### src/iid_regs.vh
/*
 * Constants for the interrupt level controller and identification search.
 * Assumes one 250 MHz clock and that every input is synchronous to it.
 */
// Overview of operation
// Levels 0 to 9 become active only through software detect-mask writes.
// Levels 10 to 15 activate by software write or hardware request.
// Bus lines for levels 10-13 and 15 feed the detect mask directly.
// Level 14 is raised by latched traps gated by their trap enable bits.
// Interfaces use level 10 PIO output, 11 DMA, 12 PIO input.
// Level 13 is for real-time clocks and special PIO devices.
// Level 15 outranks level 14, the power-failure level.
// Many interfaces may share one line; the level only says something changed.
// Each interface holds a switch-selected identification code unique to it.
// A search examines only its named level, which must be 10 to 13.
// Searched level is presented first; pending interfaces set a match flag.
// Chain signal enters nearest slot; first flagged interface stops it.
// The stopping interface returns its code; it lands in the accumulator.
// Returning its code, the interface clears its channel interrupt enable.
// The driver re-enables the channel interrupt enable after service.
// An empty slot breaks the chain; interfaces beyond are never found.
// Among requesters on one level, the slot nearest the CPU wins.
// End-of-operation interrupt when ready status bit 3 and control bit 0 set.
// Error interrupt when error status bit 4 and control bit 1 set.
// Running level is the highest level set in enable and detect masks.
// Match flag lasts one search; cleared when level and chain are withdrawn.
`ifndef IID_REGS_VH
`define IID_REGS_VH

`define IID_LEVELS          16
`define IID_TRAP_BITS       10
`define IID_CODE_BITS       16
`define IID_TRAP_LEVEL      4'he
`define IID_LOWEST_HW_LEVEL 4'ha
`define IID_HIGHEST_SEARCH  4'hd
`define IID_HW_LINE_10      10
`define IID_HW_LINE_11      11
`define IID_HW_LINE_12      12
`define IID_HW_LINE_13      13
`define IID_HW_LINE_15      15
`define IID_RESET_MASK      16'h0000
`define IID_RESET_TRAP      10'h000
`define IID_CLOCK_MHZ       250
`define IID_SETTLE_NS       40
`define IID_SETTLE_CYCLES   ((`IID_SETTLE_NS * `IID_CLOCK_MHZ + 999) / 1000)
`define IID_REPLY_NS        2000
`define IID_REPLY_CYCLES    ((`IID_REPLY_NS * `IID_CLOCK_MHZ) / 1000)
`define IID_COUNT_BITS      10

`endif

### src/iid_interrupt_ident.v
/*
 * CPU-side interrupt level controller and identification search sequencer.
 * Holds the level enable and detect masks, internal trap detect and enable,
 * the running level, and drives the search level and chain into the bus.
 * Assumes bus request lines, code replies and control strobes are synchronous
 * to CLOCK, and that interfaces keep their own match flags and codes.
 */
`timescale 1ns/10ps
`include "iid_regs.vh"

module iid_interrupt_ident (
    input  wire        CLOCK,              // 250 MHz system clock
    input  wire        RESETN,             // Asynchronous reset, active low
    input  wire        ENABLE_WRITE,       // Load level enable mask
    input  wire [15:0] ENABLE_WDATA,       // New level enable mask
    input  wire        DETECT_WRITE,       // Load level detect mask
    input  wire [15:0] DETECT_WDATA,       // New level detect mask
    input  wire        TRAP_ENABLE_WRITE,  // Load internal trap enable
    input  wire [9:0]  TRAP_ENABLE_WDATA,  // New internal trap enable
    input  wire [9:0]  TRAP_REQUEST,       // Internal trap request pulses
    input  wire        TRAP_CLEAR,         // Clear selected trap detect bits
    input  wire [9:0]  TRAP_CLEAR_MASK,    // Trap detect bits to clear
    input  wire [4:0]  REQUEST_LINES,      // Bus lines for levels 10,11,12,13,15
    input  wire        IDENT_START,        // Start an identification search
    input  wire [3:0]  IDENT_LEVEL,        // Level named by the instruction
    input  wire        CODE_VALID,         // Stopping interface presents its code
    input  wire [15:0] CODE_DATA,          // Identification code from interface
    output reg  [15:0] LEVEL_ENABLE_MASK,  // Level enable mask
    output reg  [15:0] LEVEL_DETECT_MASK,  // Level detect mask
    output reg  [9:0]  TRAP_DETECT,        // Internal trap detect
    output reg  [9:0]  TRAP_ENABLE,        // Internal trap enable
    output wire [3:0]  CURRENT_LEVEL,      // Running level
    output wire        LEVEL_ACTIVE,       // Some enabled level is detected
    output reg         SEARCH_PRESENT,     // Searched level driven to interfaces
    output reg  [3:0]  SEARCH_LEVEL,       // Searched level value
    output reg         SEARCH_CHAIN,       // Chain signal into the nearest slot
    output reg         IDENT_BUSY,         // Search in progress
    output reg         IDENT_DONE,         // One-cycle search end pulse
    output reg         IDENT_FOUND,        // Last search got a code
    output reg         IDENT_ILLEGAL,      // Last search named a bad level
    output reg  [15:0] ACCUMULATOR         // Returned identification code
);

////////////////////////////////////////////////////////////////////////////////
// Level masks

    localparam [3:0] ST_IDLE     = 4'b0001;
    localparam [3:0] ST_PRESENT  = 4'b0010;
    localparam [3:0] ST_CHAIN    = 4'b0100;
    localparam [3:0] ST_WITHDRAW = 4'b1000;

    // Counts are reckoned from the 250 MHz clock; retune them if it changes
    localparam integer SETTLE_FULL = `IID_SETTLE_CYCLES;
    localparam integer REPLY_FULL  = `IID_REPLY_CYCLES;
    localparam [9:0]   SETTLE      = SETTLE_FULL[9:0];
    localparam [9:0]   REPLY       = REPLY_FULL[9:0];

    reg  [15:0] hw_levels;
    reg  [15:0] next_detect;
    reg  [9:0]  next_trap;

    always @* begin
        hw_levels = `IID_RESET_MASK;
        // Only 10-13 and 15 have lines; 0-9 stay software only
        hw_levels[`IID_HW_LINE_10] = REQUEST_LINES[0];
        hw_levels[`IID_HW_LINE_11] = REQUEST_LINES[1];
        hw_levels[`IID_HW_LINE_12] = REQUEST_LINES[2];
        hw_levels[`IID_HW_LINE_13] = REQUEST_LINES[3];
        hw_levels[`IID_HW_LINE_15] = REQUEST_LINES[4];
        // Trap requests reach level 14 only through their enables
        hw_levels[`IID_TRAP_LEVEL] = |(TRAP_DETECT & TRAP_ENABLE);
        // A hardware request in the write cycle survives the write
        // Software must rewrite the detect mask to drop a served level
        next_detect = (DETECT_WRITE ? DETECT_WDATA : LEVEL_DETECT_MASK)
                      | hw_levels;
        next_trap = (TRAP_CLEAR ? (TRAP_DETECT & ~TRAP_CLEAR_MASK) : TRAP_DETECT)
                    | TRAP_REQUEST;
    end

    always @(posedge CLOCK or negedge RESETN) begin
        if (!RESETN) begin
            LEVEL_ENABLE_MASK <= `IID_RESET_MASK;
            LEVEL_DETECT_MASK <= `IID_RESET_MASK;
            TRAP_DETECT       <= `IID_RESET_TRAP;
            TRAP_ENABLE       <= `IID_RESET_TRAP;
        end else begin
            if (ENABLE_WRITE) begin
                LEVEL_ENABLE_MASK <= ENABLE_WDATA;
            end
            if (TRAP_ENABLE_WRITE) begin
                TRAP_ENABLE <= TRAP_ENABLE_WDATA;
            end
            LEVEL_DETECT_MASK <= next_detect;
            TRAP_DETECT       <= next_trap;
        end
    end

    iid_level_select u_select (
        .clk         (CLOCK),
        .resetn      (RESETN),
        .enable_mask (LEVEL_ENABLE_MASK),
        .detect_mask (LEVEL_DETECT_MASK),
        .level       (CURRENT_LEVEL),
        .any_active  (LEVEL_ACTIVE)
    );

////////////////////////////////////////////////////////////////////////////////
// Identification search

    // One counter serves both the settle and the reply windows
    reg  [3:0]  state;
    reg  [3:0]  next_state;
    reg  [9:0]  count;
    reg  [9:0]  next_count;
    reg         next_present;
    reg  [3:0]  next_level;
    reg         next_chain;
    reg         next_busy;
    reg         next_done;
    reg         next_found;
    reg         next_illegal;
    reg  [15:0] next_accumulator;
    wire        count_last = (count == 10'h001);
    wire        level_ok   = (IDENT_LEVEL >= `IID_LOWEST_HW_LEVEL) &&
                             (IDENT_LEVEL <= `IID_HIGHEST_SEARCH);

    always @* begin
        next_state       = state;
        next_count       = count;
        next_present     = SEARCH_PRESENT;
        next_level       = SEARCH_LEVEL;
        next_chain       = SEARCH_CHAIN;
        next_busy        = IDENT_BUSY;
        next_done        = 1'b0;
        next_found       = IDENT_FOUND;
        next_illegal     = IDENT_ILLEGAL;
        next_accumulator = ACCUMULATOR;
        // Starts while busy are ignored; a search is never nested
        case (state)
            ST_IDLE: begin
                if (IDENT_START && level_ok) begin
                    // Only the named level is presented
                    next_present = 1'b1;
                    next_level   = IDENT_LEVEL;
                    next_busy    = 1'b1;
                    next_illegal = 1'b0;
                    next_count   = SETTLE;
                    next_state   = ST_PRESENT;
                end else if (IDENT_START) begin
                    next_illegal = 1'b1;
                    next_found   = 1'b0;
                    next_done    = 1'b1;
                end
            end
            ST_PRESENT: begin
                // Give match flags time to settle before the chain runs
                if (count_last) begin
                    next_chain = 1'b1;
                    next_count = REPLY;
                    next_state = ST_CHAIN;
                end else begin
                    next_count = count - 10'h001;
                end
            end
            ST_CHAIN: begin
                if (CODE_VALID) begin
                    next_accumulator = CODE_DATA;
                    next_found       = 1'b1;
                    next_state       = ST_WITHDRAW;
                end else if (count_last) begin
                    // No reply: nobody flagged, or a gap broke the chain
                    next_found = 1'b0;
                    next_state = ST_WITHDRAW;
                end else begin
                    next_count = count - 10'h001;
                end
            end
            ST_WITHDRAW: begin
                // Dropping both ends the interfaces' match flags
                next_present = 1'b0;
                next_chain   = 1'b0;
                next_level   = 4'h0;
                next_busy    = 1'b0;
                next_done    = 1'b1;
                next_state   = ST_IDLE;
            end
            default: begin
                next_state = ST_IDLE;
            end
        endcase
    end

////////////////////////////////////////////////////////////////////////////////
// Search registers

    always @(posedge CLOCK or negedge RESETN) begin
        if (!RESETN) begin
            state          <= ST_IDLE;
            count          <= 10'h000;
            SEARCH_PRESENT <= 1'b0;
            SEARCH_LEVEL   <= 4'h0;
            SEARCH_CHAIN   <= 1'b0;
            IDENT_BUSY     <= 1'b0;
            IDENT_DONE     <= 1'b0;
            IDENT_FOUND    <= 1'b0;
            IDENT_ILLEGAL  <= 1'b0;
            ACCUMULATOR    <= 16'h0000;
        end else begin
            // Every bus-facing output is a flip-flop of its own
            state          <= next_state;
            count          <= next_count;
            SEARCH_PRESENT <= next_present;
            SEARCH_LEVEL   <= next_level;
            SEARCH_CHAIN   <= next_chain;
            IDENT_BUSY     <= next_busy;
            IDENT_DONE     <= next_done;
            IDENT_FOUND    <= next_found;
            IDENT_ILLEGAL  <= next_illegal;
            ACCUMULATOR    <= next_accumulator;
        end
    end

endmodule

### src/iid_level_select.v
/*
 * Registered highest-priority selector for the running level.
 * Assumes the enable and detect masks come from flip-flops in the same domain.
 */
`timescale 1ns/10ps
`include "iid_regs.vh"

module iid_level_select (
    input  wire        clk,         // System clock
    input  wire        resetn,      // Asynchronous reset, active low
    input  wire [15:0] enable_mask, // Level enable mask
    input  wire [15:0] detect_mask, // Level detect mask
    output reg  [3:0]  level,       // Highest active level
    output reg         any_active   // Some level is both enabled and detected
);

////////////////////////////////////////////////////////////////////////////////

    wire [15:0] active = enable_mask & detect_mask;
    wire [3:0]  pick [0:16];

    // Upward scan so the highest set bit wins; level 15 above level 14
    assign pick[0] = 4'h0;
    genvar i;
    generate
        for (i = 0; i < 16; i = i + 1) begin : scan
            wire [31:0] idx = i;
            assign pick[i+1] = active[i] ? idx[3:0] : pick[i];
        end
    endgenerate

    always @(posedge clk or negedge resetn) begin
        if (!resetn) begin
            level      <= 4'h0;
            any_active <= 1'b0;
        end else begin
            level      <= pick[16];
            any_active <= |active;
        end
    end

endmodule

### config.mk
export PLATFORM = sky130hd
export DESIGN_NAME = iid_interrupt_ident
export DESIGN_NICKNAME = d
export VERILOG_FILES = /design/src/iid_interrupt_ident.v /design/src/iid_level_select.v
export VERILOG_INCLUDE_DIRS = /design/src /design/src/src
export SDC_FILE = /design/constraint.sdc
export NUM_CORES = 1
export LEC_CHECK = 0
export BUFFER_PORTS_ARGS = -buffer_cell sky130_fd_sc_hd__buf_2
export CAP_MARGIN = 20
export CORE_MARGIN = 2
export CORE_UTILIZATION = 40
export CTS_BUF_LIST = sky130_fd_sc_hd__clkbuf_4
export CTS_CLUSTER_SIZE = 10
export DETAILED_ROUTE_END_ITERATION = 10
export PLACE_DENSITY_LB_ADDON = 0.2
export SYNTH_ARGS = -nofsm -noshare
export SYNTH_HDL_FRONTEND = slang
export SYNTH_SLANG_ARGS = --single-unit
export TNS_END_PERCENT = 10
### constraint.sdc
create_clock -name CLOCK -period 1.95 [get_ports CLOCK]
set_input_delay 0.195 -clock CLOCK [delete_from_list [all_inputs] [get_ports CLOCK]]
set_output_delay 0.195 -clock CLOCK [all_outputs]
set_load 0.02 [all_outputs]
## After elaboration in Yosys (flattened, before gate mapping)

Cells that the tools add are included.

| storage, ports and cells | value |
|---|---|
| bits of input ports | 95 |
| logic and storage cells | 95 |
| bits in registers | 96 |

| operators by class | value |
|---|---|
| eq/ne operators | 12 |
| bitwise logic cells | 6 |
| add/sub/neg operators | 1 |
| reduce and logical (&&, ||, !) cells | 16 |
| order comparisons | 2 |
| muxes and demuxes | 43 |

Operators with widths:

| cell | number |
|---|---|
| 2-to-1 mux 4 bit | 19 |
| 2-to-1 mux 10 bit | 5 |
| case mux 10 bit (3 select lines) | 1 |
| bitwise AND 10 bit | 2 |
| bitwise AND 16 bit | 1 |
| 2-to-1 mux 16 bit | 1 |
| bitwise OR 16 bit | 1 |
| OR reduction 16 bit | 1 |
| inequality test 2 bit (second input constant) | 6 |
| case mux 4 bit (3 select lines) | 1 |
| 2-to-1 mux 1 bit | 11 |
| == test 10 x 1 -> 1 bit (second input constant) | 1 |
| inverter 10 bit | 1 |
| bitwise OR 10 bit | 1 |
| OR reduction 10 bit | 1 |
| subtractor 10 x 1 -> 10 bit (second input constant) | 1 |
| case mux 1 bit (2 select lines) | 4 |
| case mux 4 bit (2 select lines) | 1 |
| AND reduction 2 bit | 4 |
| AND reduction 4 bit | 2 |
| nonzero test 2 bit | 4 |
| == test 4 x 1 -> 1 bit (second input constant) | 1 |
| == test 4 x 2 -> 1 bit (second input constant) | 1 |
| == test 4 x 3 -> 1 bit (second input constant) | 1 |
| 7 further kinds | 8 |

## Longest topological paths before layout

Gate-level depths: netlist (run 1).

| depth | value |
|---|---|
| depth in word-level cells | 16 |
| gate-level depth with buffers | 8 |
| gate-level depth less buffers | 7 |

## By module

Synthesis (run 1) repeated with hierarchy kept, for this count alone.

| second synthesis, totals | value |
|---|---|
| cells, all modules | 347 |
| area total of the unflattened synthesis | 4249.1 sq um |

Modules (own cells, without submodules):

| module | area each (sq um) | times used | cells each |
|---|---|---|---|
| iid_interrupt_ident | 3905.0 | 1 | 303 |
| iid_level_select | 344.1 | 1 | 44 |

## Worst setup path before layout (run 1)

Ideal clock, no wire load.

| path | value |
|---|---|
| path kind | register to register |
| from | register count[1] |
| to | register count[2] |
| stages on the path, launching flop included | 8 |
| path buffers | 0 |
| library setup time | 0.124 ns |
| data arrival time | 1.642 ns |
| setup slack | 0.184 ns |
| path through | dfrtp_1 > inv_1 > ha_1 > nor3b_1 > and4_1 > a211oi_4 > and4b_1 > a211o_1 |

| between the ends | value |
|---|---|
| longest elaborated chain between the ends | 4 |
| elaborated cells on any way between the ends | 8 |
| classes of those cells | add/sub (1); eq/ne (2); mux (4); reduce/logical (1) |

RTL lines:

| what | line | source |
|---|---|---|
| from (decl) | iid_interrupt_ident.v:113 | `reg [9:0] count;` |
| from (signal assigned) | iid_interrupt_ident.v:211 | `count <= next_count;` |
| subtractor 10 x 1 -> 10 bit | iid_interrupt_ident.v:162, iid_interrupt_ident.v:175 |  |
| 2-to-1 mux 10 bit | iid_interrupt_ident.v:170 | `end else if (count_last) begin` |
| 2-to-1 mux 10 bit | iid_interrupt_ident.v:166 | `if (CODE_VALID) begin` |
| case mux 10 bit (3 select lines) | iid_interrupt_ident.v:139 | `case (state)` |

Parallel ways exist; a longest one is shown, timed or not. The select of a mux whose other input is x is not followed.
A chain may end at the register's enable or synchronous reset.

## Worst setup path in the final report (run 1)

| path | value |
|---|---|
| from | register state[1] |
| to | register count[2] |

| between the ends | value |
|---|---|
| longest elaborated chain between the ends | 3 |
| elaborated cells on any way between the ends | 9 |
| classes of those cells | eq/ne (6); mux (1); reduce/logical (2) |

RTL lines:

| what | line | source |
|---|---|---|
| from (decl) | iid_interrupt_ident.v:111 | `reg [3:0] state;` |
| from (signal assigned) | iid_interrupt_ident.v:210 | `state <= next_state;` |
| == test 4 x 3 -> 1 bit, or another cell as far along | iid_interrupt_ident.v:139 |  |
| inequality test 2 bit (no line) / nonzero test 3 bit (equally long branches) | - |  |
| AND reduction 4 bit (no line) | - |  |

Parallel ways exist; a longest one is shown, timed or not.

==> results of run 1 <==
worst paths after layout:
kind / to / cells after the start / start / slack [ns]
worst max register to register: count[2] / 6 / state[1] / 0.06
worst min-delay path: TRAP_DETECT[5] / 3 / TRAP_CLEAR_MASK[5] / 0.03
max in group asynchronous: ACCUMULATOR[15] / 3 / RESETN / 1.04
worst max-delay path: count[2] / 6 / state[1] / 0.06
worst min register to register: SEARCH_CHAIN / 1 / SEARCH_CHAIN / 0.51
min in group asynchronous: u_select.level[0] / 2 / RESETN / 0.23
state kept, by name (all words and copies together), names as in the netlist, 4 cells and up:
| signal | cells |
|---|---|
| SEARCH_LEVEL | 4 |
| count | 10 |
| LEVEL_DETECT_MASK | 16 |
| TRAP_DETECT | 10 |
| TRAP_ENABLE | 10 |
| state | 4 |
| LEVEL_ENABLE_MASK | 16 |
| u_select.level | 4 |
| ACCUMULATOR | 16 |
metrics by stage:
| stage | total power [mW] | worst slack [ns] | utilization (%) | hold WS (ns) |
|---|---|---|---|---|
| after CTS | 4.49 | -0.00764 | 61.1 | 0.00213 |
| final | 4.48 | 0.0567 | 61.8 | 0.0291 |
| after floorplan | 2.70 | 0.184 | - | -0.101 |
| after global placement | 3.05 | 0.0799 | 51.9 | 0.180 |
| after global routing | 4.70 | -0.00825 | 61.8 | 0.00205 |
| after detailed placement | 3.07 | -0.0000211 | 51.9 | 0.178 |
layer usage:
metal	vias to the layer above	share of wire, %
li1	1767	-
met1	1841	41
met2	132	51
met3	14	5.8
met4	0	1.8
met5	-	0
power groups by stage:
stage               Clock, mW  Combinational [mW]  Sequential (mW)
finish                   1.31               0.926             2.24
detailed placement          0               0.794             2.27
global placement            0               0.782             2.27
CTS                      1.34               0.919             2.24
global route             1.44                1.00             2.26
floorplan                   0               0.263             2.43
worst max-delay path, stage by stage, from the launching register on:
cell	delay, ns
dfrtp_2	0.47
buf_4	0.16
nor4b_4	0.27
and4_4	0.31
a211oi_2	0.09
and4b_1	0.23
a211o_1	0.26
placed cells by master (no fill, tap or decap), types with 2 or more instances in the layout:
cell type,Yosys,final
dfrtp_1,95,94
a21o_1,12,12
nor2b_1,8,8
nand2_1,47,47
nand4_1,2,2
bufinv_16,0,3
dlygate4sd3_1,0,78
o21a_1,5,5
a211o_1,7,7
buf_4,2,18
nor3_1,6,5
clkbuf_4,0,9
a21oi_1,6,6
a22oi_1,4,4
nor3_2,1,2
nor2_1,10,9
a221oi_1,3,3
inv_1,6,6
a22o_1,3,3
nor3b_2,0,2
o211ai_1,6,6
nand3_1,10,10
mux2_2,53,53
buf_2,3,176
o21ai_0,11,11
ha_1,2,2
area by class of cell:
cell class	count	share of cell area, %
tap	136	2.69
sequential	96	38.1
antenna	1	0.0396
inverter	6	0.356
clock inverter	5	1.68
multi-input combinational	226	27.2
timing repair buffer	274	28.9
clock buffer	9	1.07
cell families (layout without fill, tap and decap cells):
logic type      count (synthesis)  after routing  share of synthesized area [%]
compound gates                 67             68                           12.0
flops                          96             96                           57.7
xor+xnor                        1              1                          0.210
buf+inv                        19            294                           2.16
other cells                     0              1                              0
simple gates                  101            101                           12.8
fa+ha+maj                       2              2                          0.601
mux                            54             54                           14.6
what timing repair did:
| item | in CTS | in global routing |
|---|---|---|
| setup endpoints to repair | 5 | 10 |
| hold endpoints to repair | 103 | 2 |
| gates resized for setup | 2 | 7 |
| gates cloned | 0 | 1 |
| pin swaps | 5 | 1 |
| hold buffers | 76 | 2 |
| buffers inserted | 0 | 0 |
==> impl_metrics.csv, run 1 <==
group,metric,value,unit
status,status,"completed",
global_routing,track_usage,20.8,%
logic_synthesis,synth-seq-area-share,57.7,%
logic_synthesis,synth_edf_count,0,
logic_synthesis,synthCells,340,
logic_synthesis,synth_area_leaders,"dfrtp_1, mux2_2, nand2_1, a21o_1, a211o_1",
floorplan,die_height,106,µm
routing,drt_wl_total,11700,µm
logic_synthesis,synth_top_area_share,57.1,%
worst_setup_path,arrival,2.23,ns
floorplan,start_util,40.7,%
logic_synthesis,synth_most_common_cell,"dfrtp_1",
floorplan,die_w,106,µm
logic_synthesis,async_reset_ff_share,100,%
logic_synthesis,ys_ff_latch,96,
routing,drc,0,
pwr,intPower,3.22,mW
sta,fin_crit,1.89,ns
cells_and_area,fin_area,6320,µm²
sta,rsz0062_at_grt,"true",
cells_and_area,drive_above_1_share,45.9,%
clock_tree,clk_latency,0.44,ns
floorplan,core-area,10200,µm²
worst_setup_path,worst_ep_required_time,2.28,ns
clock_tree,root_buffer,"clkbuf_4",
clock_tree,numCtsBuffers,9,
pwr,swShare,28.1,%
clock_tree,cts_tree,"built",
sta,relSlewSlack,68.4,%
logic_synthesis,synthesis.area,4170,µm²
place,gp_congestion,0.895,
cells_and_area,multi_input_area,1720,µm²
sta,tns,0,ns
pwr,vdd_drop_max,0.000316,V
routing,ant_nets,0,
pwr,pwr-share-clk,29.3,%
routing,num_vias,3754,
pwr,p_comb_share,20.7,%
logic_synthesis,ys_types,52,
logic_synthesis,synthFlopType,"dfrtp_1",
global_routing,grt-busiest-layer,"met2",
pwr,p_leak,3.08,nW
cells_and_area,instances_no_fill,753,
global_routing,grt_pass1_vias,3813,
sta,finalSetupViolCount,0,
place,post-place-cells,659,
routing,vias_per_cell,4.99,
clock_tree,clkTransAtPathRegs,0.16,ns
clock_tree,clock_sinks,96,
place,place_area,5310,µm²
global_routing,grt_use_met3,4.97,%
cells_and_area,regArea,2400,µm²
logic_synthesis,syn_avg_cell_area,12.3,µm²
floorplan,die_area,11200,µm²
sta,worstMarginPinSlew,0.473,ns
logic_synthesis,yosys_warnings,0,
global_routing,globalRouteMet1Util,24.4,%
global_routing,globalRouteOverflowTotal,0,
sta,hold_viol,0,
cells_and_area,syn2layout_area_growth,51.7,%
cells_and_area,final_nets,710,
pwr,p_per_area,708,nW/µm²
run,maxCapViolCount,0,
clock_tree,htree_levels,3,
routing,routedWlPerCell,15.5,µm
pwr,pwr-share-seq,50.0,%
global_routing,grt_pass1_wl,18400,µm
worst_setup_path,crit_path_start_kind,"flip-flop",
place,port_buffers,177,
cells_and_area,fillers,831,
floorplan,io_pins,178,
global_routing,use_met2,37.1,%
global_routing,antenna_found_initial,1,
global_routing,grt_max_degree,41,
pwr,power.net_switching,1.26,mW
routing,firstDrtPassIters,4,
place,dp_hpwl,7930,µm
floorplan,rows,37,
sta,min_period_over_period,97.1,%
worst_setup_path,path_max_fanout,7,
sta,finClkSkew,0.0214,ns
worst_setup_path,end_kind,"flip-flop",
worst_setup_path,critPathKind,"flip-flop to flip-flop",
logic_synthesis,yosys-top-cells-count,"dfrtp_1, mux2_2, nand2_1",
hold_path,hold_path_class,"input port to flip-flop",
logic_synthesis,synthesis.nets,437,
routing,drtIter0Drc,190,
logic_synthesis,synth_top_cell_by_area,"dfrtp_1",
sta,timing.fmax,528,MHz
clock_tree,cts_max_path_buffers,2,
sta,finalMaxSlewViolations,0,
No activity file was read; power rests on OpenSTA's default activity.
==> run 2: changes to the inputs <==
--- a/config.mk
+++ b/config.mk
@@ -14,7 +14,9 @@
 export CTS_CLUSTER_SIZE = 10
 export DETAILED_ROUTE_END_ITERATION = 10
 export PLACE_DENSITY_LB_ADDON = 0.2
+export SKIP_CTS_REPAIR_TIMING = 1
 export SYNTH_ARGS = -nofsm -noshare
 export SYNTH_HDL_FRONTEND = slang
+export SYNTH_HIERARCHICAL = 1
 export SYNTH_SLANG_ARGS = --single-unit
 export TNS_END_PERCENT = 10
==> impl_metrics.csv, run 2 <==
group,metric,value,unit
routing,drtIter0Drc,237,
status,violations,"setup timing",
floorplan,rows,37,
routing,num_vias,3828,
clock_tree,numCtsBuffers,9,
worst_setup_path,cp_slowest_cell,"or4b_4",
place,place_ws,0.00830,ns
worst_setup_path,setup.worst_path.end,"count[7]",
floorplan,die_w,107,µm
logic_synthesis,synth_area_leaders,"dfrtp_1, mux2_2, nand2_1, a21o_1, a211oi_2",
worst_setup_path,reg2reg_setup_slack,-0.07,ns
sta,finalMaxSlewViolations,0,
place,place_area,5390,µm²
logic_synthesis,synthMuxAreaShare,14.5,%
global_routing,grt-busiest-layer,"met2",
cells_and_area,drive_above_1_share,47.4,%
pwr,p_per_area,661,nW/µm²
sta,tns,-0.517,ns
logic_synthesis,synthesis.area,4250,µm²
cells_and_area,final_common_cell,"buf_2",
run,maxCapViolCount,0,
logic_synthesis,synth_edf_count,0,
global_routing,use_met2,31.6,%
logic_synthesis,yosys-top-cells-count,"dfrtp_1, mux2_2, nand2_1",
sta,finalSetupViolCount,8,
logic_synthesis,synthCells,347,
logic_synthesis,synthAdderAreaFrac,0.589,%
routing,firstDrtPassIters,4,
logic_synthesis,synth-seq-area-share,56.6,%
worst_setup_path,timing.rr.start,"count[1]",
global_routing,grt_max_degree,42,
logic_synthesis,synth_top_area_share,55.9,%
logic_synthesis,synth_top_family_by_area,"multiplexers",
place,dp_hpwl,8140,µm
worst_setup_path,crit_path_start_kind,"flip-flop",
global_routing,grt_pass1_vias,3522,
logic_synthesis,synth_top_cell_by_area,"dfrtp_1",
worst_setup_path,end_kind,"flip-flop",
sta,hold_viol,0,
worst_setup_path,slowest_delay,0.47,ns
clock_tree,clkTransAtPathRegs,0.14,ns
cells_and_area,layout_common_cells,"buf_2, dfrtp_1, dlygate4sd3_1",
floorplan,die_height,107,µm
logic_synthesis,ys_ff_latch,96,
cells_and_area,top_regs,"ACCUMULATOR: 16 flops, LEVEL_DETECT_MASK: 16 flops, LEVEL_ENABLE_MASK: 16 flops",
hold_path,hold_path_class,"input port to flip-flop",
worst_setup_path,r2r_cells,7,
worst_setup_path,worst_ep_required_time,2.31,ns
clock_tree,clock_sinks,96,
logic_synthesis,synthFlopType,"dfrtp_1",
routing,vias_per_cell,5.00,
cells_and_area,final_nets,722,
sta,worstMarginPinSlew,0.543,ns
global_routing,grt_use_met3,6.26,%
sta,rsz0062_at_grt,"true",
routing,drt_wl_total,11900,µm
sta,fin_crit,2.02,ns
sta,setup_ws,-0.0750,ns
sta,min_period_over_period,104,%
worst_setup_path,path_max_fanout,6,
sta,finClkSkew,0.0165,ns
pwr,vdd_drop_max,0.000464,V
clock_tree,htree_levels,3,
place,port_buffers,177,
clock_tree,clk_latency,0.43,ns
logic_synthesis,yosys.area_share.xor_xnor,0.412,%
sta,timing.fmax,494,MHz
floorplan,start_util,41.2,%
logic_synthesis,syn_avg_cell_area,12.2,µm²
floorplan,io_pins,178,
logic_synthesis,yosys.area_share.simple,12.9,%
routing,ant_nets,0,
clock_tree,root_buffer,"clkbuf_4",
cells_and_area,syn2layout_area_growth,51.4,%
floorplan,core-area,10300,µm²
clock_tree,cts_max_path_buffers,2,
logic_synthesis,synth-compound-area-share,12.1,%
global_routing,grt_pass1_wl,16700,µm
cells_and_area,fin_area,6430,µm²
logic_synthesis,yosys_warnings,6,
routing,drc,0,
logic_synthesis,ys_types,54,
logic_synthesis,synthesis.nets,444,
global_routing,globalRouteMet1Util,22.0,%
global_routing,antenna_found_initial,0,
logic_synthesis,synth_most_common_cell,"dfrtp_1",
cells_and_area,diodes,0,
floorplan,die_area,11500,µm²
worst_setup_path,critPathKind,"flip-flop to flip-flop",
status,status,"finished, violations left",
pwr,p_leak,3.06,nW
clock_tree,cts_tree,"built",
routing,routedWlPerCell,15.6,µm
worst_setup_path,worstReg2RegEnd,"count[7]",
sta,relSlewSlack,63.8,%
global_routing,globalRouteOverflowTotal,0,
worst_setup_path,worstSetupStartpoint,"count[1]",
pwr,power,4.25,mW
worst_setup_path,arrival,2.38,ns
place,gp_congestion,0.796,
logic_synthesis,async_reset_ff_share,100,%
worst_setup_path,cp_cell_sequence,"inv_2 > ha_4 > or4b_4 > or3_4 > nor2_8 > nor3_4 > a211oi_2",
global_routing,track_usage,18.6,%
[run 2: cell types whose count changed in the layout (fill, tap and decap cells not counted), sizes merged, moves of 3 or more]
cell / before / now
nor4: 1 / 4
buf: 196 / 201
nor2: 10 / 15
o211ai: 6 / 3
or4b: 1 / 4
dlygate4sd3: 78 / 82
nand3: 10 / 5
a211oi: 2 / 6
or4: 0 / 3
[run 2: metrics by stage]
stage	util (%)	hold slack, ns	instances
after global routing	62.3	0.0121	765
after floorplan	-	-0.101	347
after global placement	52.2	0.230	666
final	62.3	0.0478	765
after detailed placement	52.2	0.224	666
after CTS	53.5	-0.297	681
[run 2: kinds of logic (layout without fill, tap and decap cells)]
family                   Yosys count  count (layout)
adder cells (fa/ha/maj)            2               2
multiplexers                      55              55
AO/OA/AOI/OAI                     67              67
flip-flops                        96              96
AND/OR/NAND/NOR                  102             102
XOR/XNOR                           2               2
buffers and inverters             23             305
[run 2: final cells by class]
type                            count  area, µm²
Multi-Input combinational cell    228       1790
Clock buffer                       11       82.6
Fill cell                         819       3890
Inverter                            7       26.3
Tap cell                          136        170
Sequential cell                    96       2410
Clock inverter                      4       53.8
Timing Repair Buffer              283       1900
[run 2: worst min path at each step]
stage,from,to,cells after the start
2_1_floorplan,RESETN,ACCUMULATOR[0],0
6_report,TRAP_CLEAR_MASK[7],TRAP_DETECT[7],3
5_1_grt,TRAP_CLEAR_MASK[7],TRAP_DETECT[7],3
3_5_place_dp,RESETN,LEVEL_ENABLE_MASK[12],1
3_3_place_gp,RESETN,LEVEL_ENABLE_MASK[12],1
4_1_cts,RESETN,LEVEL_DETECT_MASK[12],1
[run 2: metal layers]
metal	share of wire, %	routed length [µm]
met3	6.3	752
met5	0	0
met2	53	6330
met4	1.2	141
met1	39	4700
[run 2: worst max-delay path: cells and delay by family, from the launching register on]
family,cells,cell delay [ns]
DFF,1,0.42
AOI/OAI and AO/OA,1,0.15
and+or+nand+nor,4,1.20
buffers and inverters,1,0.08
adders and majority gates,1,0.12
[run 2: power breakdown]
part	internal (mW)	switching (mW)	total, mW
sequential	2.13	0.110	2.24
combinational	0.455	0.489	0.944
clock	0.419	0.654	1.07
total	3.00	1.25	4.25
==> run 3: changes to the inputs <==
--- a/config.mk
+++ b/config.mk
@@ -6,10 +6,13 @@
 export SDC_FILE = /design/constraint.sdc
 export NUM_CORES = 1
 export LEC_CHECK = 0
+export ABC_AREA = 1
 export BUFFER_PORTS_ARGS = -buffer_cell sky130_fd_sc_hd__buf_2
 export CAP_MARGIN = 20
+export CELL_PAD_IN_SITES_DETAIL_PLACEMENT = 1
+export CELL_PAD_IN_SITES_GLOBAL_PLACEMENT = 1
 export CORE_MARGIN = 2
-export CORE_UTILIZATION = 40
+export CORE_UTILIZATION = 37
 export CTS_BUF_LIST = sky130_fd_sc_hd__clkbuf_4
 export CTS_CLUSTER_SIZE = 10
 export DETAILED_ROUTE_END_ITERATION = 10
==> impl_metrics.csv, run 3 <==
group,metric,value,unit
status,status,"completed",
sta,worstMarginPinSlew,0.560,ns
place,dp_hpwl,9210,µm
logic_synthesis,synthesis.area,4270,µm²
place,place_area,5310,µm²
worst_setup_path,end_kind,"flip-flop",
sta,min_period_over_period,85.3,%
cells_and_area,syn2layout_area_growth,45.4,%
sta,fin_crit,1.66,ns
worst_setup_path,arrival,2.05,ns
clock_tree,root_buffer,"clkbuf_4",
cells_and_area,final_util,54.9,%
cells_and_area,diodes,0,
logic_synthesis,syn_avg_cell_area,10.1,µm²
cells_and_area,drive_above_1_share,37.1,%
run,maxCapViolCount,0,
sta,rsz0062_at_grt,"false",
sta,finalMaxSlewViolations,0,
pwr,p_per_area,820,nW/µm²
logic_synthesis,async_reset_ff_share,100,%
cells_and_area,layout_common_cells,"buf_2, nand2_1, dfrtp_1",
worst_setup_path,setup.worst_path.end,"count[2]",
global_routing,grt_max_degree,97,
global_routing,grt_pass1_wl,19900,µm
floorplan,die_height,111,µm
logic_synthesis,synth_area_leaders,"dfrtp_1, nand2_1, mux2_2, mux2_4, nand3_1",
place,port_buffers,177,
floorplan,io_pins,178,
clock_tree,cts_max_path_buffers,2,
worst_setup_path,timing.rr.start,"state[2]",
routing,firstDrtPassIters,4,
sta,relSlewSlack,62.7,%
place,post-place-cells,735,
worst_setup_path,crit_path_start_kind,"flip-flop",
global_routing,track_usage,20.1,%
logic_synthesis,synthesis.nets,520,
floorplan,die_area,12400,µm²
place,gp_congestion,0.814,
pwr,pwr-share-clk,19.4,%
sta,finalSetupViolCount,0,
routing,drc,0,
logic_synthesis,yosys-top-cells-count,"nand2_1, dfrtp_1, mux2_2",
global_routing,antenna_found_initial,0,
worst_setup_path,worstSetupStartpoint,"state[2]",
worst_setup_path,worstReg2RegEnd,"count[2]",
cells_and_area,final_common_cell,"buf_2",
worst_setup_path,r2r_cells,7,
logic_synthesis,synthCells,423,
floorplan,core-area,11300,µm²
pwr,power.net_switching,1.91,mW
clock_tree,htree_levels,3,
hold_path,min_path_cells,3,
pwr,intPower,3.18,mW
global_routing,grt_pass1_vias,4018,
clock_tree,clk_latency,0.46,ns
worst_setup_path,worst_ep_required_time,2.34,ns
routing,drt_wl_total,14800,µm
clock_tree,clock_sinks,96,
worst_setup_path,path_max_fanout,8,
sta,hold_viol,0,
clock_tree,clkTransAtPathRegs,0.16,ns
floorplan,start_util,37.7,%
pwr,p_leak,3.27,nW
clock_tree,numCtsBuffers,9,
pwr,pwr-share-seq,47.8,%
routing,drtIter0Drc,169,
logic_synthesis,synth_top_area_share,55.7,%
floorplan,rows,39,
cells_and_area,instances_no_fill,830,
hold_path,hold_path_class,"input port to flip-flop",
floorplan,die_w,111,µm
cells_and_area,fin_area,6210,µm²
routing,num_vias,4011,
global_routing,globalRouteOverflowTotal,0,
logic_synthesis,synthFlopType,"dfrtp_1",
cells_and_area,final_nets,779,
routing,ant_nets,0,
cells_and_area,top_regs,"ACCUMULATOR: 16 flops, LEVEL_DETECT_MASK: 16 flops, LEVEL_ENABLE_MASK: 16 flops",
logic_synthesis,yosys_warnings,6,
logic_synthesis,ys_types,34,
worst_setup_path,critPathKind,"flip-flop to flip-flop",
logic_synthesis,synth-seq-area-share,56.3,%
sta,timing.hold.ws,0.0184,ns
logic_synthesis,synth_top_cell_by_area,"dfrtp_1",
clock_tree,cts_tree,"built",
sta,timing.fmax,601,MHz
pwr,p_comb_share,32.8,%
sta,finClkSkew,0.0168,ns
logic_synthesis,synth_edf_count,0,
worst_setup_path,reg2reg_setup_slack,0.29,ns
pwr,vdd_drop_max,0.000395,V
sta,tns,0,ns
logic_synthesis,ys_ff_latch,96,
pwr,swShare,37.6,%
routing,vias_per_cell,4.83,
logic_synthesis,synth_most_common_cell,"nand2_1",
routing,routedWlPerCell,17.9,µm
[run 3: worst max-delay path, stage by stage (launching register included)]
cell	delay (ns)
dfrtp_1	0.44
nor2_1	0.19
nand3_1	0.16
inv_1	0.16
nand3_1	0.30
o21ai_0	0.17
nand2_1	0.07
o21ai_1	0.10
[run 3: power groups by stage]
stage	combinational, mW	sequential, mW	clock (mW)
after global placement	1.49	2.45	0
after floorplan	0.787	2.65	0
after global routing	1.86	2.47	1.10
after detailed placement	1.53	2.47	0
final	1.67	2.43	0.989
after CTS	1.53	2.43	1.00
[run 3: worst min path at each step]
stage	from	to	slack, ns
finish	IDENT_LEVEL[2]	SEARCH_LEVEL[2]	0.02
global route	IDENT_LEVEL[2]	SEARCH_LEVEL[2]	0.004
CTS	RESETN	ACCUMULATOR[3]	-0.20
detailed placement	RESETN	ACCUMULATOR[14]	0.31
global placement	RESETN	count[2]	0.30
floorplan	RESETN	ACCUMULATOR[0]	-0.10
[run 3: routing by layer]
layer	global-route usage, %	wire [µm]	up-vias
met4	6.01	418	0
met2	33.9	7700	128
met1	24.7	5950	1951
met3	6.42	763	32
li1	-	-	1900
met5	0	0	-
[run 3: metrics by stage]
step	setup WS [ns]	power, mW
after global routing	0.114	5.43
final	0.286	5.09
after CTS	0.269	4.96
after detailed placement	0.313	3.99
after floorplan	0.562	3.43
after global placement	0.411	3.94
[run 3: cells by family after synthesis]
| kind of cell | count (synthesis) | synth area share (%) |
|---|---|---|
| XOR/XNOR | 3 | 0.615 |
| buffers and inverters | 36 | 3.81 |
| adder cells (fa/ha/maj) | 2 | 0.586 |
| AO/OA/AOI/OAI | 41 | 5.95 |
| AND/OR/NAND/NOR | 203 | 20.9 |
| flip-flops | 96 | 56.3 |
| multiplexers | 42 | 11.9 |
[run 3: area by class of cell]
type | count | area, µm²
clock buffers | 12 | 90.1
clock inverters | 4 | 23.8
fillers | 1321 | 5110
inverters | 25 | 93.8
multi-input cells | 291 | 1710
flip-flops and latches | 96 | 2400
well taps | 143 | 179
repair buffers | 259 | 1710
